**src/verilog/pwr_seq_pkg.sv**
```systemverilog
`default_nettype none
package pwr_seq_pkg;
  // Converter data width and sample clock rate
  localparam int unsigned DATA_W        = 12;
  localparam int unsigned CLK_MHZ       = 250;
  // Nap recovery in sample clocks
  localparam int unsigned NAP_RECOV_CYC = 100;
  // Sleep recovery time in microseconds (reference recharge)
  localparam int unsigned SLEEP_RECOV_US = 2000;
  localparam int unsigned SLEEP_RECOV_CYC = SLEEP_RECOV_US * CLK_MHZ;
  localparam int unsigned CNT_W         = 24;

  // Power mode codes
  typedef enum logic [1:0] {
    MODE_NORMAL = 2'b00,
    MODE_NAP    = 2'b01,
    MODE_SLEEP  = 2'b10
  } pwr_mode_t;
endpackage : pwr_seq_pkg
`default_nettype wire

```
**src/verilog/recov_if.sv**
```systemverilog
`timescale 1ns/1ps
`default_nettype none
// Recovery timer hand-off between mode control and settle counter
interface recov_if;
  logic                          start;
  logic [pwr_seq_pkg::CNT_W-1:0] load;
  logic                          busy;
  modport ctrl (output start, output load, input busy);
  modport tmr  (input start, input load, output busy);
endinterface : recov_if
`default_nettype wire

```
**src/verilog/recov_timer.sv**
```systemverilog
`timescale 1ns/1ps
`default_nettype none
module recov_timer (
  input  wire logic clk,
  input  wire logic rst,
  recov_if.tmr      rif
);
  typedef struct packed {
    logic [pwr_seq_pkg::CNT_W-1:0] cnt;
  } tmr_state_t;

  tmr_state_t st_q;
  tmr_state_t st_d;

  // Load on start, then count down to zero
  always_comb begin
    st_d = st_q;
    if (rif.start) begin
      st_d.cnt = rif.load;
    end else if (st_q.cnt != '0) begin
      st_d.cnt = st_q.cnt - 1'b1;
    end
  end

  always_ff @(posedge clk or posedge rst) begin
    if (rst) begin
      st_q <= '0;
    end else begin
      st_q <= st_d;
    end
  end

  assign rif.busy = (st_q.cnt != '0);
endmodule : recov_timer
`default_nettype wire

```
**src/verilog/adc_output_enable_power_modes.sv**
```systemverilog
`timescale 1ns/1ps
`default_nettype none
// Contract
// - Disable high tri-states data, overrange, clock
// - Select low means normal conversion
// - Select and disable high: sleep
// - Samples invalid milliseconds after sleep exit
// - Select high, disable low: nap
// - Samples invalid 100 cycles after nap
// - Sleep and nap tri-state all outputs
// - Data changes after output clock rises
module adc_output_enable_power_modes #(
  // Word width and recovery lengths in core clocks
  parameter int unsigned DATA_W    = pwr_seq_pkg::DATA_W,
  parameter int unsigned SLEEP_CYC = pwr_seq_pkg::SLEEP_RECOV_CYC,
  parameter int unsigned NAP_CYC   = pwr_seq_pkg::NAP_RECOV_CYC
) (
  // Core clock and asynchronous reset
  input  wire logic              clk,
  input  wire logic              rst,
  // Control pins from the host, taken as synchronous levels
  input  wire logic              out_disable,
  input  wire logic              power_down_select,
  // Converter word and overrange from the pipeline
  input  wire logic [DATA_W-1:0] conv_data,
  input  wire logic              conv_over,
  // Pad drivers and their enables, high while driving
  output logic [DATA_W-1:0]      data_o,
  output logic [DATA_W-1:0]      data_oe,
  output logic                   overrange_flag_o,
  output logic                   overrange_flag_oe,
  output logic                   sample_clock_out_o,
  output logic                   sample_clock_out_oe,
  // Status toward the analog side and the host
  output logic                   reference_on,
  output logic                   core_active,
  output logic                   data_valid
);
  // Whole state of the block, apart from the timer count, in one register
  // Mode is the decoded pin pair of the previous edge, so a wake
  // shows up as a change between the stored and the fresh decode.
  // Pad drivers, their enables and the staged word all live here,
  // so every output comes straight from a flip-flop.
  // The cold flag remembers that the reference was dropped in
  // sleep, until a wake has started the long recovery wait.
  typedef struct packed {
    pwr_seq_pkg::pwr_mode_t mode;
    logic [DATA_W-1:0]      data;
    logic                   over;
    logic                   oe;
    logic                   ckout;
    logic                   ref_on;
    logic                   core_on;
    logic                   valid;
    logic                   ref_cold; // Reference lost since last wake
  } top_state_t;

  // Current and next state; the timer hand-off rides on the
  // interface so the counter can change without port churn.
  top_state_t st_q;
  top_state_t st_d;
  recov_if    rif ();

  // Recovery loads, cut to the timer width on purpose
  // The two millisecond sleep default fits in 24 bits with room.
  // Simulation overrides both with short values to keep runs brief.
  localparam logic [pwr_seq_pkg::CNT_W-1:0] SLEEP_LOAD =
    pwr_seq_pkg::CNT_W'(SLEEP_CYC);
  localparam logic [pwr_seq_pkg::CNT_W-1:0] NAP_LOAD =
    pwr_seq_pkg::CNT_W'(NAP_CYC);

  // Mode from the two pins
  // Select low always wins: the disable pin then only gates pads.
  // Select high splits on the disable pin between sleep and nap.
  function automatic pwr_seq_pkg::pwr_mode_t decode_mode(
    input logic sel,
    input logic dis
  );
    if (!sel) begin
      return pwr_seq_pkg::MODE_NORMAL;
    end else if (dis) begin
      return pwr_seq_pkg::MODE_SLEEP;
    end else begin
      return pwr_seq_pkg::MODE_NAP;
    end
  endfunction : decode_mode

  // True only for normal conversion
  function automatic logic is_normal(input pwr_seq_pkg::pwr_mode_t m);
    return m == pwr_seq_pkg::MODE_NORMAL;
  endfunction : is_normal

  // Recovery length for a wake into normal mode
  // A reference dropped in sleep needs the long wait even when the
  // wake passes through nap first: a short nap is no proof that the
  // reference capacitors have recharged. Trade: a long nap after
  // sleep waits longer than strictly needed.
  function automatic logic [pwr_seq_pkg::CNT_W-1:0] recov_load(
    input pwr_seq_pkg::pwr_mode_t prev,
    input logic                   cold
  );
    if (prev == pwr_seq_pkg::MODE_SLEEP || cold) begin
      return SLEEP_LOAD;
    end else begin
      return NAP_LOAD;
    end
  endfunction : recov_load

  // Shared down counter for both wakes
  // Only one wake can be pending, since another needs a power-down
  // first; a reload mid count just restarts the wait from the top.
  recov_timer u_timer (
    .clk (clk),
    .rst (rst),
    .rif (rif.tmr)
  );

  // Limitations: output mode pins and data format live elsewhere;
  // the word passes through as the pipeline delivers it.
  // The pads have no keeper here, so a released bus floats at the
  // far side unless the board pulls it.

  // Mode tracking, recovery start and output staging
  // Pins are taken as synchronous, so they decode straight into the
  // next state without a synchroniser stage.
  always_comb begin
    pwr_seq_pkg::pwr_mode_t nxt;
    nxt       = decode_mode(power_down_select, out_disable);
    st_d      = st_q;
    rif.start = 1'b0;
    rif.load  = NAP_LOAD;
    st_d.mode = nxt;
    case (nxt)
      pwr_seq_pkg::MODE_NORMAL: begin
        st_d.ref_on  = 1'b1;
        st_d.core_on = 1'b1;
      end
      pwr_seq_pkg::MODE_NAP: begin
        st_d.ref_on  = 1'b1;
        st_d.core_on = 1'b0;
      end
      pwr_seq_pkg::MODE_SLEEP: begin
        st_d.ref_on  = 1'b0;
        st_d.core_on = 1'b0;
      end
      // Unused code: everything off
      default: begin
        st_d.ref_on  = 1'b0;
        st_d.core_on = 1'b0;
      end
    endcase

    // Reference goes cold in sleep and stays so until a wake
    if (nxt == pwr_seq_pkg::MODE_SLEEP) begin
      st_d.ref_cold = 1'b1;
    end

    // wake loads recovery count
    // The wait depends on where the wake came from and on whether
    // the reference was dropped along the way.
    if (!is_normal(st_q.mode) && is_normal(nxt)) begin
      rif.start     = 1'b1;
      rif.load      = recov_load(st_q.mode, st_q.ref_cold);
      st_d.ref_cold = 1'b0;
    end

    // drivers off when disabled or powered down
    // Enable follows the pins one edge late, like every output;
    // slow pad turn-on is why the host must not toggle it per word.
    st_d.oe = !out_disable && is_normal(nxt);

    // output clock rises, data updates with it
    // The output clock runs at half the core clock; the word is
    // staged on the edge that raises it, so it stands two cycles
    // and is steady at the falling edge the host captures on.
    // Data keeps moving while the pads are off; only drive stops.
    st_d.ckout = ~st_q.ckout;
    if (!st_q.ckout) begin
      st_d.data = conv_data;
      st_d.over = conv_over;
    end

    // Valid only while converting and recovered
    // The start term covers the wake edge itself, before the timer
    // shows busy; the mode term blocks the first normal edge.
    // Valid never rises while the pads are off in a low-power mode.
    st_d.valid = is_normal(nxt) && !rif.start &&
                 !rif.busy && is_normal(st_q.mode);
  end

  // State register; reset means normal mode with the pads off
  // Reset assigns a constant only, so no path leaks through it.
  always_ff @(posedge clk or posedge rst) begin
    if (rst) begin
      st_q <= '0;
    end else begin
      st_q <= st_d;
    end
  end

  // Pad outputs and status straight from the state register
  // One enable flop fans out to every data pad, so the bus is never
  // left half driven.
  assign data_o              = st_q.data;
  assign data_oe             = {DATA_W{st_q.oe}};
  assign overrange_flag_o    = st_q.over;
  assign overrange_flag_oe   = st_q.oe;
  assign sample_clock_out_o  = st_q.ckout;
  assign sample_clock_out_oe = st_q.oe;
  assign reference_on        = st_q.ref_on;
  assign core_active         = st_q.core_on;
  assign data_valid          = st_q.valid;
endmodule : adc_output_enable_power_modes
`default_nettype wire

```
**config.mk**
```make
export PLATFORM = sky130hd
export DESIGN_NAME = adc_output_enable_power_modes
export DESIGN_NICKNAME = d
export VERILOG_FILES = /design/src/verilog/pwr_seq_pkg.sv /design/src/verilog/recov_if.sv /design/src/verilog/recov_timer.sv /design/src/verilog/adc_output_enable_power_modes.sv
export SDC_FILE = /design/constraint.sdc
export NUM_CORES = 1
export LEC_CHECK = 0
export BUFFER_PORTS_ARGS = -buffer_cell sky130_fd_sc_hd__buf_4
export CORE_UTILIZATION = 25
export CTS_CLUSTER_DIAMETER = 40
export DETAILED_ROUTE_END_ITERATION = 10
export GPL_ROUTABILITY_DRIVEN = 0
export PLACE_DENSITY = 0.4
export SYNTH_ARGS = -nofsm -noshare
export SYNTH_HDL_FRONTEND = slang
export SYNTH_SLANG_ARGS = --single-unit
```
**constraint.sdc**
```tcl
create_clock -name clk -period 2.21 [get_ports clk]
set_clock_uncertainty 0.05 [all_clocks]
set_input_delay 0.3315 -clock clk [delete_from_list [all_inputs] [get_ports clk]]
set_output_delay 0.3315 -clock clk [all_outputs]
set_load 0.05 [all_outputs]
```
# Word level (Yosys, flattened, before mapping)
# Cells that the tools add are included.
dict set report totals {
  regBits 45
}
dict set report op_classes {
  addsub 1
  eq_ne 3
  mux 10
  bitwise 1
  n_reduce_logical 15
}
# operator count
set op_table {}
lappend op_table {{24-bit 2-to-1 mux} 2}
lappend op_table {{19-bit 2-to-1 mux} 2}
lappend op_table {{24-bit nonzero test} 1}
lappend op_table {{24-bit by 1-bit subtractor with 24-bit output (second input constant)} 1}
lappend op_table {{1-bit logical AND} 5}
lappend op_table {{2-bit == test (second input constant)} 2}
lappend op_table {{1-bit zero test} 4}
lappend op_table {{2-bit zero test} 2}
lappend op_table {{2-bit 2-to-1 mux} 2}
lappend op_table {{2-bit case mux with 2 select lines} 1}
lappend op_table {{2-bit nonzero test} 2}
lappend op_table {{1-bit 2-to-1 mux} 3}
lappend op_table {{2-bit by 1-bit == test with 1-bit output (second input constant)} 1}
lappend op_table {{1-bit logical OR} 1}
lappend op_table {{1-bit NOT} 1}

# Logic depth before layout (Yosys ltp)
# Gate-level depths: netlist (run 1).
dict set report logic_depth {
  word_depth 9
  depth_mapped 8
  ltp_nobuf 6
}

# By module
# A second synthesis (run 1) with hierarchy kept.
dict set report hier_totals {
  cells_unflattened 252
  area_unflattened_um2 2509.9
}
# mod instances cells_per_inst area_each_um2 seq_area_each_um2
set modules_own_cells {}
lappend modules_own_cells {recov_timer 1 174 1549.0 600.6}
lappend modules_own_cells {adc_output_enable_power_modes 1 78 960.9 525.5}

# Least setup slack after synthesis (run 1)
# OpenSTA, ideal clock, no wires.
dict set report synth_timing {
  kind {register -> register}
  startpoint {register u_timer.st_q[0] in the netlist's numbering}
  endpoint {register u_timer.st_q[5] in the netlist's numbering}
  setup_time_ps 79
  arrival_ps 1775
  required_ps 2081
  setup_slack_ps 305
  path_stages_with_launch 8
  n_path_buf 1
  path_cell_list {dfrtp_1 > inv_1 > ha_1 > nor3b_1 > and4_1 > buf_4 > a2111oi_0 > mux2i_1}
}
dict set report synth_between {
  elab_chain_len 3
  word_cells_on_any_way 5
  cone_classes {1 x add/sub; 2 x mux; 2 x reduce/logical}
}
# item line
set synth_lines {}
lappend synth_lines {{start: declaration} recov_timer.sv:12} ;# tmr_state_t st_q;
lappend synth_lines {{start signal: assignment} recov_timer.sv:29} ;# st_q <= st_d;
lappend synth_lines {{24-bit by 1-bit subtractor with 24-bit output} recov_timer.sv:21} ;# st_d.cnt = st_q.cnt - 1'b1;
lappend synth_lines {{24-bit 2-to-1 mux} recov_timer.sv:20} ;# end else if (st_q.cnt != '0) begin
lappend synth_lines {{24-bit 2-to-1 mux} recov_timer.sv:18} ;# if (rif.start) begin
# Parallel ways exist; a longest one is shown, timed or not. The select of a mux whose other input is x is not followed.
# A chain may end at the register's enable or synchronous reset.

# Worst setup path in the final report (run 1)
dict set report layout_timing {
  startpoint {register u_timer.st_q[4] in the netlist's numbering}
  endpoint {register u_timer.st_q[23] in the netlist's numbering}
}
# Same word-level chain as after synthesis.

==> results by group, run 1 <==
Status
  • Status: finished clean

STA
  • Maximum clock rate: a little under 500 MHz
  • Unrepaired setup endpoints after global routing: no
  • Crit share post-route: 91.19%
  • Worst Tran Pin Value: approximately 430 ps
  • Setup-failing EPs final: 0
  • Slew margin rel.: between 70 and 80%
  • Hold Violations, Final: 0
  • Final number of max-transition violations: 0
  • Fin crit period: between 2000 and 2500 ps
  • Setup TNS: 0 ps
  • WHS: around 120 ps

Logic synthesis
  • Seq cells post-synth: between 40 and 50
  • Post-Synthesis Cell Area: approximately 2400 sq um
  • Mean Syn Cell Area: 10.63 sq um
  • Post-synthesis sequential area ratio: 46.46%
  • Post-Synthesis Cells: about 230
  • Prevailing post-synth register cell: dfrtp_1
  • Synth warn: 0
  • Synth Net Count: between 200 and 250
  • Top-area cell type share of the netlist area: a little under half
  • Synth cell types: 50
  • Synth area leaders: dfrtp_1, buf_4, mux2_2, mux2i_1, nand2_1
  • Post-synth EDFFs: 0
  • Ys async rst share: 100.0%
  • Largest area contributor in the netlist: dfrtp_1

Setup path
  • CP Buf/Inv Count: 2
  • CP Max Fanout: 6
  • Crit. path cell count: 6
  • WS Path Type: reg2reg
  • CP arrival: about 2200 ps
  • Worst setup EP type: flip-flop
  • Flop-to-flop setup slack: 190 ps
  • R2R cell count: 6
  • Crit start category: flip-flop
  • Crit path largest cell delay: between 400 and 500 ps
  • Critical Path End: u_timer.st_q[23]$_DFFE_PP0P_
  • Slowest stage cell, crit path: dfrtp_1
  • CP Cell Sequence: nor4_4, buf_4, nand4_1, buf_4, or4_1, a21oi_1
  • Crit path top cell by count: buf_4
  • CP required: between 2000 and 2500 ps
  • CP top delay family: simple AND/OR/NAND/NOR gates
  • RR Endpoint: u_timer.st_q[23]$_DFFE_PP0P_
  • Worst reg2reg startpoint: u_timer.st_q[4]$_DFFE_PP0P_
  • Launch point of the critical path: u_timer.st_q[4]$_DFFE_PP0P_

Power
  • Maximum VDD drop: about 0.00023 V
  • Power share of the combinational group: between 20% and 30%
  • Clock power share: approximately 28%
  • Sw Share: 34.58%
  • Total power: around 2.4 mW
  • Net Sw Power: 0.8193 mW
  • Pwr dens: between 700 and 800 nW/um^2
  • Flop pwr share: ~45%
  • Pint: 1.550 mW
  • P_leak: between 1 and 1.5 nW

GRT
  • Initial antenna violation count: 0
  • Total gr overflow: 0
  • Vias in the first global route: approximately 1900
  • First-pass GRT wire length: 9632 um
  • Largest net degree at the start of global routing: 19
  • Gr usage total: 12.31%

Clocking
  • Root buf cell: clkbuf_8
  • Cts bufs inserted: 5
  • CTS HTree Levels: 2
  • CTS tree: yes
  • CTS Buffer Depth: 2
  • Clk sink count: between 40 and 50
  • Clk Latency, worst-skew pair: between 300 and 400 ps
  • Worst-path clk slew: around 100 ps

Routing
  • Pre-Repair DR Iteration Count: 4
  • DRT iter0 DRCs: 68
  • Antenna viol nets, final: 0
  • Routed vias: approximately 1800
  • Final WL: ~5700 um
  • Post-route DRC: 0
  • Vias per cell: about 4.5
  • Drt wl/cell: roughly 14 um

Layout
  • P&R area growth vs syn: 22.97%
  • Fraction of layout cells with a size suffix above 1: a little under two fifths
  • Antenna diodes: 0
  • Fin cells: 398
  • Final Util: a little under a third
  • Post-layout net count: 287
  • Fill cells: 978

Worst hold path
  • Hold depth: 2
  • Hold Path Class: in2reg

Floorplan
  • Core area: approximately 9300 sq um
  • Die width: between 100 and 150 um
  • Die area: about 10000 sq um
  • Die height: 100.5 um
  • Initial core utilization: between 20% and 30%
  • Cell Rows: 35
  • I/O pin total: 48

Job
  • Max-Cap Viols: 0

Placement
  • I/O Buffers: 47
  • Hpwl dp: 4158 um
  • Placed Cells: 389
## flip-flops by register name, summed over array words and instances, names as in the netlist
register and cells:
u_timer.st_q 24, data_o 12, st_q 3, core_active 1, data_valid 1, overrange_flag_o 1
overrange_flag_oe 1, reference_on 1, sample_clock_out_o 1
## cells in the mapped netlist, drive strengths merged (5+ instances only)
master and count:
mux2i 8, buf 30, o21ai 5, nor2 8
dfrtp 45, nand2b 9, o31ai 5, a21oi 7
nor3 7, inv 6, mux2 13, nor4 5
nand2 20
## logic make-up after synthesis
| group | share of synthesized area (%) |
|---|---|
| compound gates | 14.40 |
| xor+xnor | 0.7229 |
| fa+ha+maj | 1.032 |
| buf+inv | 10.63 |
| flops | 46.46 |
| mux | 9.344 |
| simple gates | 17.40 |
## power by group through the flow
stage / registers [mW] / clock network [mW] / logic [mW]
after floorplan: 1.07 / 0 / 0.456
after global placement: 1.07 / 0 / 0.659
after detailed placement: 1.07 / 0 / 0.659
after CTS: 1.06 / 0.674 / 0.661
after global routing: 1.08 / 0.711 / 0.736
final: 1.06 / 0.652 / 0.656
## worst register-to-register path: cells and delay by family (launching register included)
kind / cells / cell delay [ps]
AO/OA/AOI/OAI: 1 / 150
buffers and inverters: 2 / 380
flip-flops: 1 / 460
AND/OR/NAND/NOR: 3 / 920
## worst min-delay path by stage
stage	startpoint	end	slack, ps
2_1_floorplan	out_disable	overrange_flag_oe$_DFF_PP0_	340
3_5_place_dp	rst	data_o[9]$_DFFE_PP0N_	300
3_3_place_gp	rst	data_o[0]$_DFFE_PP0N_	280
6_report	out_disable	overrange_flag_oe$_DFF_PP0_	120
5_1_grt	out_disable	st_q[19]$_DFF_PP0_	130
4_1_cts	out_disable	overrange_flag_oe$_DFF_PP0_	120
## metal layers
| metal | share of wire, % | GRT usage, % | routed length, um | up-vias |
|---|---|---|---|---|
| met2 | 47 | 19.86 | 2634 | 39 |
| met3 | 3.5 | 2.635 | 199 | 5 |
| li1 | - | - | - | 882 |
| met1 | 49 | 16.49 | 2777 | 870 |
| met4 | 0.94 | 3.790 | 53 | 0 |
| met5 | 0 | 0 | 0 | - |
## per-stage QoR
stage	setup WS [ps]	instance area (sq um)
final	194.6	2980
after global routing	20.40	2980
after CTS	20.69	2974
after detailed placement	42.55	2849
after global placement	94.76	2849
after floorplan	305.1	2424
## area by class of cell
cell class	instances	area (sq um)	area share [%]
flip-flops and latches	45	1126	37.78
multi-input cells	143	1050	35.22
repair buffers	67	505.5	16.96
well taps	129	161.4	5.416
clock buffers	5	68.82	2.309
clock inverters	3	46.29	1.553
inverters	6	22.52	0.7557
## layout by cell type, fill, tap and decap left out, drive strengths merged, types with 6 or more instances in the layout
master   n
a21oi    7
buf     66
dfrtp   45
inv      6
mux2    13
mux2i    8
nand2   20
nand2b   9
nor2     8
nor3     7
## timing repair
item                                    in CTS  in global routing
hold buffers                                 1                  0
resized for setup                            0                  5
endpoints found under the hold margin       15                  0
endpoints found under the setup margin       0                 11
setup buffers                                0                  0
(Power assumes the default switching activity.)
==> run 2, diff against run 1 <==
--- a/config.mk
+++ b/config.mk
@@ -6,6 +6,7 @@
 export NUM_CORES = 1
 export LEC_CHECK = 0
 export BUFFER_PORTS_ARGS = -buffer_cell sky130_fd_sc_hd__buf_4
+export CORE_ASPECT_RATIO = 0.5
 export CORE_UTILIZATION = 25
 export CTS_CLUSTER_DIAMETER = 40
 export DETAILED_ROUTE_END_ITERATION = 10
==> results by group, run 2 (same netlist as run 1, synthesis figures left out) <==
Status
  • Status: finished clean

STA
  • Fin crit period: ~2100 ps
  • Setup-failing EPs final: 0
  • Worst Tran Pin Value: roughly 570 ps
  • Maximum clock rate: about 480 MHz
  • WHS: ~9 ps
  • Final number of max-transition violations: 0
  • Unrepaired setup endpoints after global routing: yes
  • Crit share post-route: a little over nine tenths
  • Slew margin rel.: 61.92%
  • Hold Violations, Final: 0

Layout
  • Fin cells: 394
  • Area of the multi-input gates: 1054 sq um
  • P&R area growth vs syn: 23.70%
  • Antenna diodes: 0
  • Fraction of layout cells with a size suffix above 1: a little over a third
  • Storage cell area: between 1000 and 1500 sq um
  • Max FFs per register: 24
  • Post-layout net count: around 280
  • Fill cells: approximately 930
  • Top reg by flops: u_timer.st_q
  • Commonest cells after routing, fill and taps aside: buf_4, dfrtp_1, nand2_1, mux2_2, nand2b_1
  • Most common cell after layout, fill and taps aside: buf_4

Routing
  • Post-route DRC: 0
  • Pre-Repair DR Iteration Count: 4
  • DRT iter0 DRCs: 123
  • Routed vias: 1802
  • Final WL: ~5500 um
  • Drt wl/cell: 14.08 um
  • Vias per cell: between 4 and 5
  • Antenna viol nets, final: 0

Floorplan
  • I/O pin total: 48
  • Cell Rows: 24
  • Core area: about 9000 sq um
  • Die width: 141.2 um
  • Initial core utilization: between 20% and 30%
  • Die height: just over 70 um
  • Die area: between 10000 and 15000 sq um

Power
  • Pwr dens: ~860 nW/um^2
  • P_leak: about 1.3 nW
  • Total power: roughly 2.6 mW
  • Maximum VDD drop: roughly 0.00026 V

Setup path
  • Crit start category: flip-flop
  • CP required: roughly 2400 ps
  • R2R cell count: 7
  • Worst setup EP type: flip-flop
  • CP arrival: roughly 2200 ps
  • Worst reg2reg startpoint: u_timer.st_q[0]$_DFFE_PP0P_
  • WS Path Type: reg2reg
  • Flop-to-flop setup slack: 140 ps
  • RR Endpoint: u_timer.st_q[14]$_DFFE_PP0P_
  • CP Max Fanout: 7

Placement
  • Hpwl dp: between 4000 and 5000 um
  • Placed Cells: between 300 and 400
  • I/O Buffers: 47

Clocking
  • CTS Buffer Depth: 2
  • Clk Latency, worst-skew pair: between 200 and 300 ps
  • Clk sink count: between 40 and 50
  • Worst-path clk slew: 70 ps
  • CTS tree: yes
  • CTS HTree Levels: 2
  • Root buf cell: clkbuf_16
  • Setup Fix Bufs, Post-CTS: 0
  • Cts bufs inserted: 5

Worst hold path
  • Hold Path Class: in2async

GRT
  • Vias in the first global route: approximately 1800
  • Initial antenna violation count: 0
  • Gr usage total: roughly an eighth
  • Largest net degree at the start of global routing: 24
  • Total gr overflow: 0
  • First-pass GRT wire length: between 9000 and 10000 um

Job
  • Max-Cap Viols: 0
==> run 2: changes by cell type in the layout (fill, tap and decap cells not counted), sizes merged <==
cell         change
buf              -4
clkbuf           +1
clkinvlp         -1
dlygate4sd3      -1
==> run 2: repair_timing <==
item,in CTS,in global routing
setup endpoints to repair,0,4
hold buffers,0,0
gates resized for setup,0,5
==> run 2: layout make-up <==
cell class | instances | area share, %
sequential | 45 | 37.56
multi-input combinational | 143 | 35.14
timing repair buffer | 62 | 15.53
tap | 130 | 5.426
clock buffer | 6 | 4.299
clock inverter | 2 | 1.294
inverter | 6 | 0.7513
==> run 2: metal layers <==
layer	track usage [%]	part of all wire, %
met5	0	0
met4	3.623	1.2
met3	3.409	5.4
met2	18.70	45
met1	16.49	48
==> run 2: worst max path at each step <==
stage,from,end,depth (start not counted)
final,u_timer.st_q[0]$_DFFE_PP0P_,u_timer.st_q[14]$_DFFE_PP0P_,7
after global routing,u_timer.st_q[0]$_DFFE_PP0P_,u_timer.st_q[22]$_DFFE_PP0P_,6
after CTS,u_timer.st_q[0]$_DFFE_PP0P_,u_timer.st_q[5]$_DFFE_PP0P_,7
after detailed placement,u_timer.st_q[0]$_DFFE_PP0P_,u_timer.st_q[5]$_DFFE_PP0P_,7
after global placement,u_timer.st_q[0]$_DFFE_PP0P_,u_timer.st_q[5]$_DFFE_PP0P_,7
after floorplan,u_timer.st_q[0]$_DFFE_PP0P_,u_timer.st_q[5]$_DFFE_PP0P_,7
==> run 2: through the flow <==
| stage | util (%) | TNS [ps] | setup WS, ps | instance area, sq um |
|---|---|---|---|---|
| 5_1_grt | 33.17 | -48.36 | -48.36 | 2998 |
| 3_3_place_gp | 31.16 | 0 | 160.3 | 2816 |
| 2_1_floorplan | - | 0 | 305.1 | 2424 |
| 6_report | 33.17 | 0 | 138.5 | 2998 |
| 3_5_place_dp | 31.16 | 0 | 65.27 | 2816 |
| 4_1_cts | 33.02 | 0 | 14.14 | 2984 |
==> run 2: worst max-delay path, cell delays in order (launching register included) <==
cell       delay, ps
dfrtp_1          400
inv_1            100
ha_1             210
nor3b_1          160
and4_1           230
buf_4            160
a2111oi_1        470
mux2i_1          230
==> run 2: power by group <==
part           internal (mW)  switching [mW]
Clock                  0.536           0.325
Sequential             0.929           0.150
Combinational          0.273           0.359
Total                   1.74           0.835
==> run 3, diff against run 2 <==
--- a/config.mk
+++ b/config.mk
@@ -5,8 +5,8 @@
 export SDC_FILE = /design/constraint.sdc
 export NUM_CORES = 1
 export LEC_CHECK = 0
-export BUFFER_PORTS_ARGS = -buffer_cell sky130_fd_sc_hd__buf_4
-export CORE_ASPECT_RATIO = 0.5
+export BUFFER_PORTS_ARGS = -buffer_cell sky130_fd_sc_hd__buf_2
+export CORE_ASPECT_RATIO = 1.75
 export CORE_UTILIZATION = 25
 export CTS_CLUSTER_DIAMETER = 40
 export DETAILED_ROUTE_END_ITERATION = 10
==> results by group, run 3 (same netlist as run 1, synthesis figures left out) <==
GRT
  • Initial antenna violation count: 0
  • Gr usage total: between 10% and 20%
  • First-pass GRT wire length: about 9500 um
  • Vias in the first global route: between 1500 and 2000
  • Total gr overflow: 0
  • Largest net degree at the start of global routing: 25

Clocking
  • Clk Latency, worst-skew pair: around 290 ps
  • # resized after CTS: 1
  • CTS HTree Levels: 2
  • Post-CTS Hold Buffers: 0
  • CTS tree: yes
  • CTS Buffer Depth: 2
  • Clk sink count: 45
  • Cts bufs inserted: 5
  • Worst-path clk slew: approximately 70 ps
  • Root buf cell: clkbuf_16
  • Setup Fix Bufs, Post-CTS: 0

Setup path
  • Worst reg2reg startpoint: u_timer.st_q[0]$_DFFE_PP0P_
  • CP arrival: around 2200 ps
  • CP required: ~2400 ps
  • Flop-to-flop setup slack: ~180 ps
  • RR Endpoint: u_timer.st_q[14]$_DFFE_PP0P_
  • Worst setup EP type: flip-flop
  • CP Max Fanout: 4
  • WS Path Type: reg2reg
  • Crit start category: flip-flop
  • R2R cell count: 7

Routing
  • Antenna viol nets, final: 0
  • Post-route DRC: 0
  • Vias per cell: 4.681
  • Final WL: 5763 um
  • Pre-Repair DR Iteration Count: 4
  • DRT iter0 DRCs: 80
  • Routed vias: ~1800
  • Drt wl/cell: 14.70 um

Worst hold path
  • Hold Path Class: in2async

Power
  • P_leak: 1.284 nW
  • Pwr dens: around 880 nW/um^2
  • Maximum VDD drop: approximately 0.00032 V

STA
  • Crit share post-route: 92.01%
  • Setup TNS: 0 ps
  • Fin crit period: just over 2000 ps
  • Slew margin rel.: between 60 and 70%
  • Final number of max-transition violations: 0
  • Unrepaired setup endpoints after global routing: no
  • Maximum clock rate: around 500 MHz
  • Hold Violations, Final: 0
  • Setup-failing EPs final: 0
  • WHS: 28.81 ps
  • Fin worst setup slack: approximately 180 ps
  • Worst Tran Pin Value: about 530 ps

Layout
  • Top reg by flops: u_timer.st_q
  • Final Util: between 30% and 40%
  • Post-layout net count: 288
  • Commonest cells after routing, fill and taps aside: buf_2, dfrtp_1, nand2_1, buf_4, mux2_2
  • P&R area growth vs syn: 21.17%
  • Antenna diodes: 0
  • Max FFs per register: 24
  • Fraction of layout cells with a size suffix above 1: 38.15%
  • Final instance area: 2937 sq um
  • Most common cell after layout, fill and taps aside: buf_2

Placement
  • I/O Buffers: 47
  • Post-placement cell area: around 2800 sq um
  • Hpwl dp: roughly 4400 um
  • Pre-CTS worst setup slack: 21.51 ps

Floorplan
  • Die width: roughly 76 um
  • Initial core utilization: roughly 26%
  • Cell Rows: 47
  • Core area: 9409 sq um
  • Die height: between 100 and 150 um
  • I/O pin total: 48
  • Die area: around 10000 sq um

Job
  • Max-Cap Viols: 0

Status
  • Status: finished clean
run 3: worst max-delay path by stage:
stage	from	endpoint	slack [ps]	depth (start not counted)
3_3_place_gp	u_timer.st_q[0]$_DFFE_PP0P_	u_timer.st_q[9]$_DFFE_PP0P_	100	7
4_1_cts	u_timer.st_q[0]$_DFFE_PP0P_	u_timer.st_q[5]$_DFFE_PP0P_	40	7
3_5_place_dp	u_timer.st_q[0]$_DFFE_PP0P_	u_timer.st_q[9]$_DFFE_PP0P_	20	7
5_1_grt	u_timer.st_q[0]$_DFFE_PP0P_	u_timer.st_q[14]$_DFFE_PP0P_	10	7
6_report	u_timer.st_q[0]$_DFFE_PP0P_	u_timer.st_q[14]$_DFFE_PP0P_	180	7
2_1_floorplan	u_timer.st_q[0]$_DFFE_PP0P_	u_timer.st_q[5]$_DFFE_PP0P_	310	7
run 3: worst max-delay path, stage by stage (launching register included):
cell,delay [ps]
dfrtp_1,380
inv_1,90
ha_1,190
nor3b_1,150
and4_1,250
buf_4,160
a2111oi_1,450
mux2i_1,230
run 3: area by class of cell:
class | instances | area [sq um]
fillers | 987 | 6472
flip-flops and latches | 45 | 1126
multi-input cells | 143 | 1057
repair buffers | 68 | 405.4
well taps | 122 | 152.6
clock buffers | 7 | 142.6
clock inverters | 1 | 30.03
inverters | 6 | 22.52
run 3: metrics by stage:
| stage | std cells | power [mW] |
|---|---|---|
| final | 392 | 2.574 |
| after CTS | 392 | 2.616 |
| after floorplan | 228 | 1.521 |
| after global routing | 392 | 2.729 |
| after global placement | 384 | 1.707 |
| after detailed placement | 384 | 1.712 |
run 3: per-layer routing:
metal  part of all wire [%]  GRT usage [%]  up-vias
met5                      0              0        -
met4                    3.1          6.731        0
met3                    3.1          1.869       10
met1                     37          12.42      889
li1                       -              -      889
met2                     57          23.57       47
run 3: power by group:
part / switching, mW / total (mW) / internal [mW]
Sequential: 0.145 / 1.07 / 0.929
Clock: 0.311 / 0.876 / 0.565
Combinational: 0.361 / 0.624 / 0.263
Total: 0.817 / 2.57 / 1.76
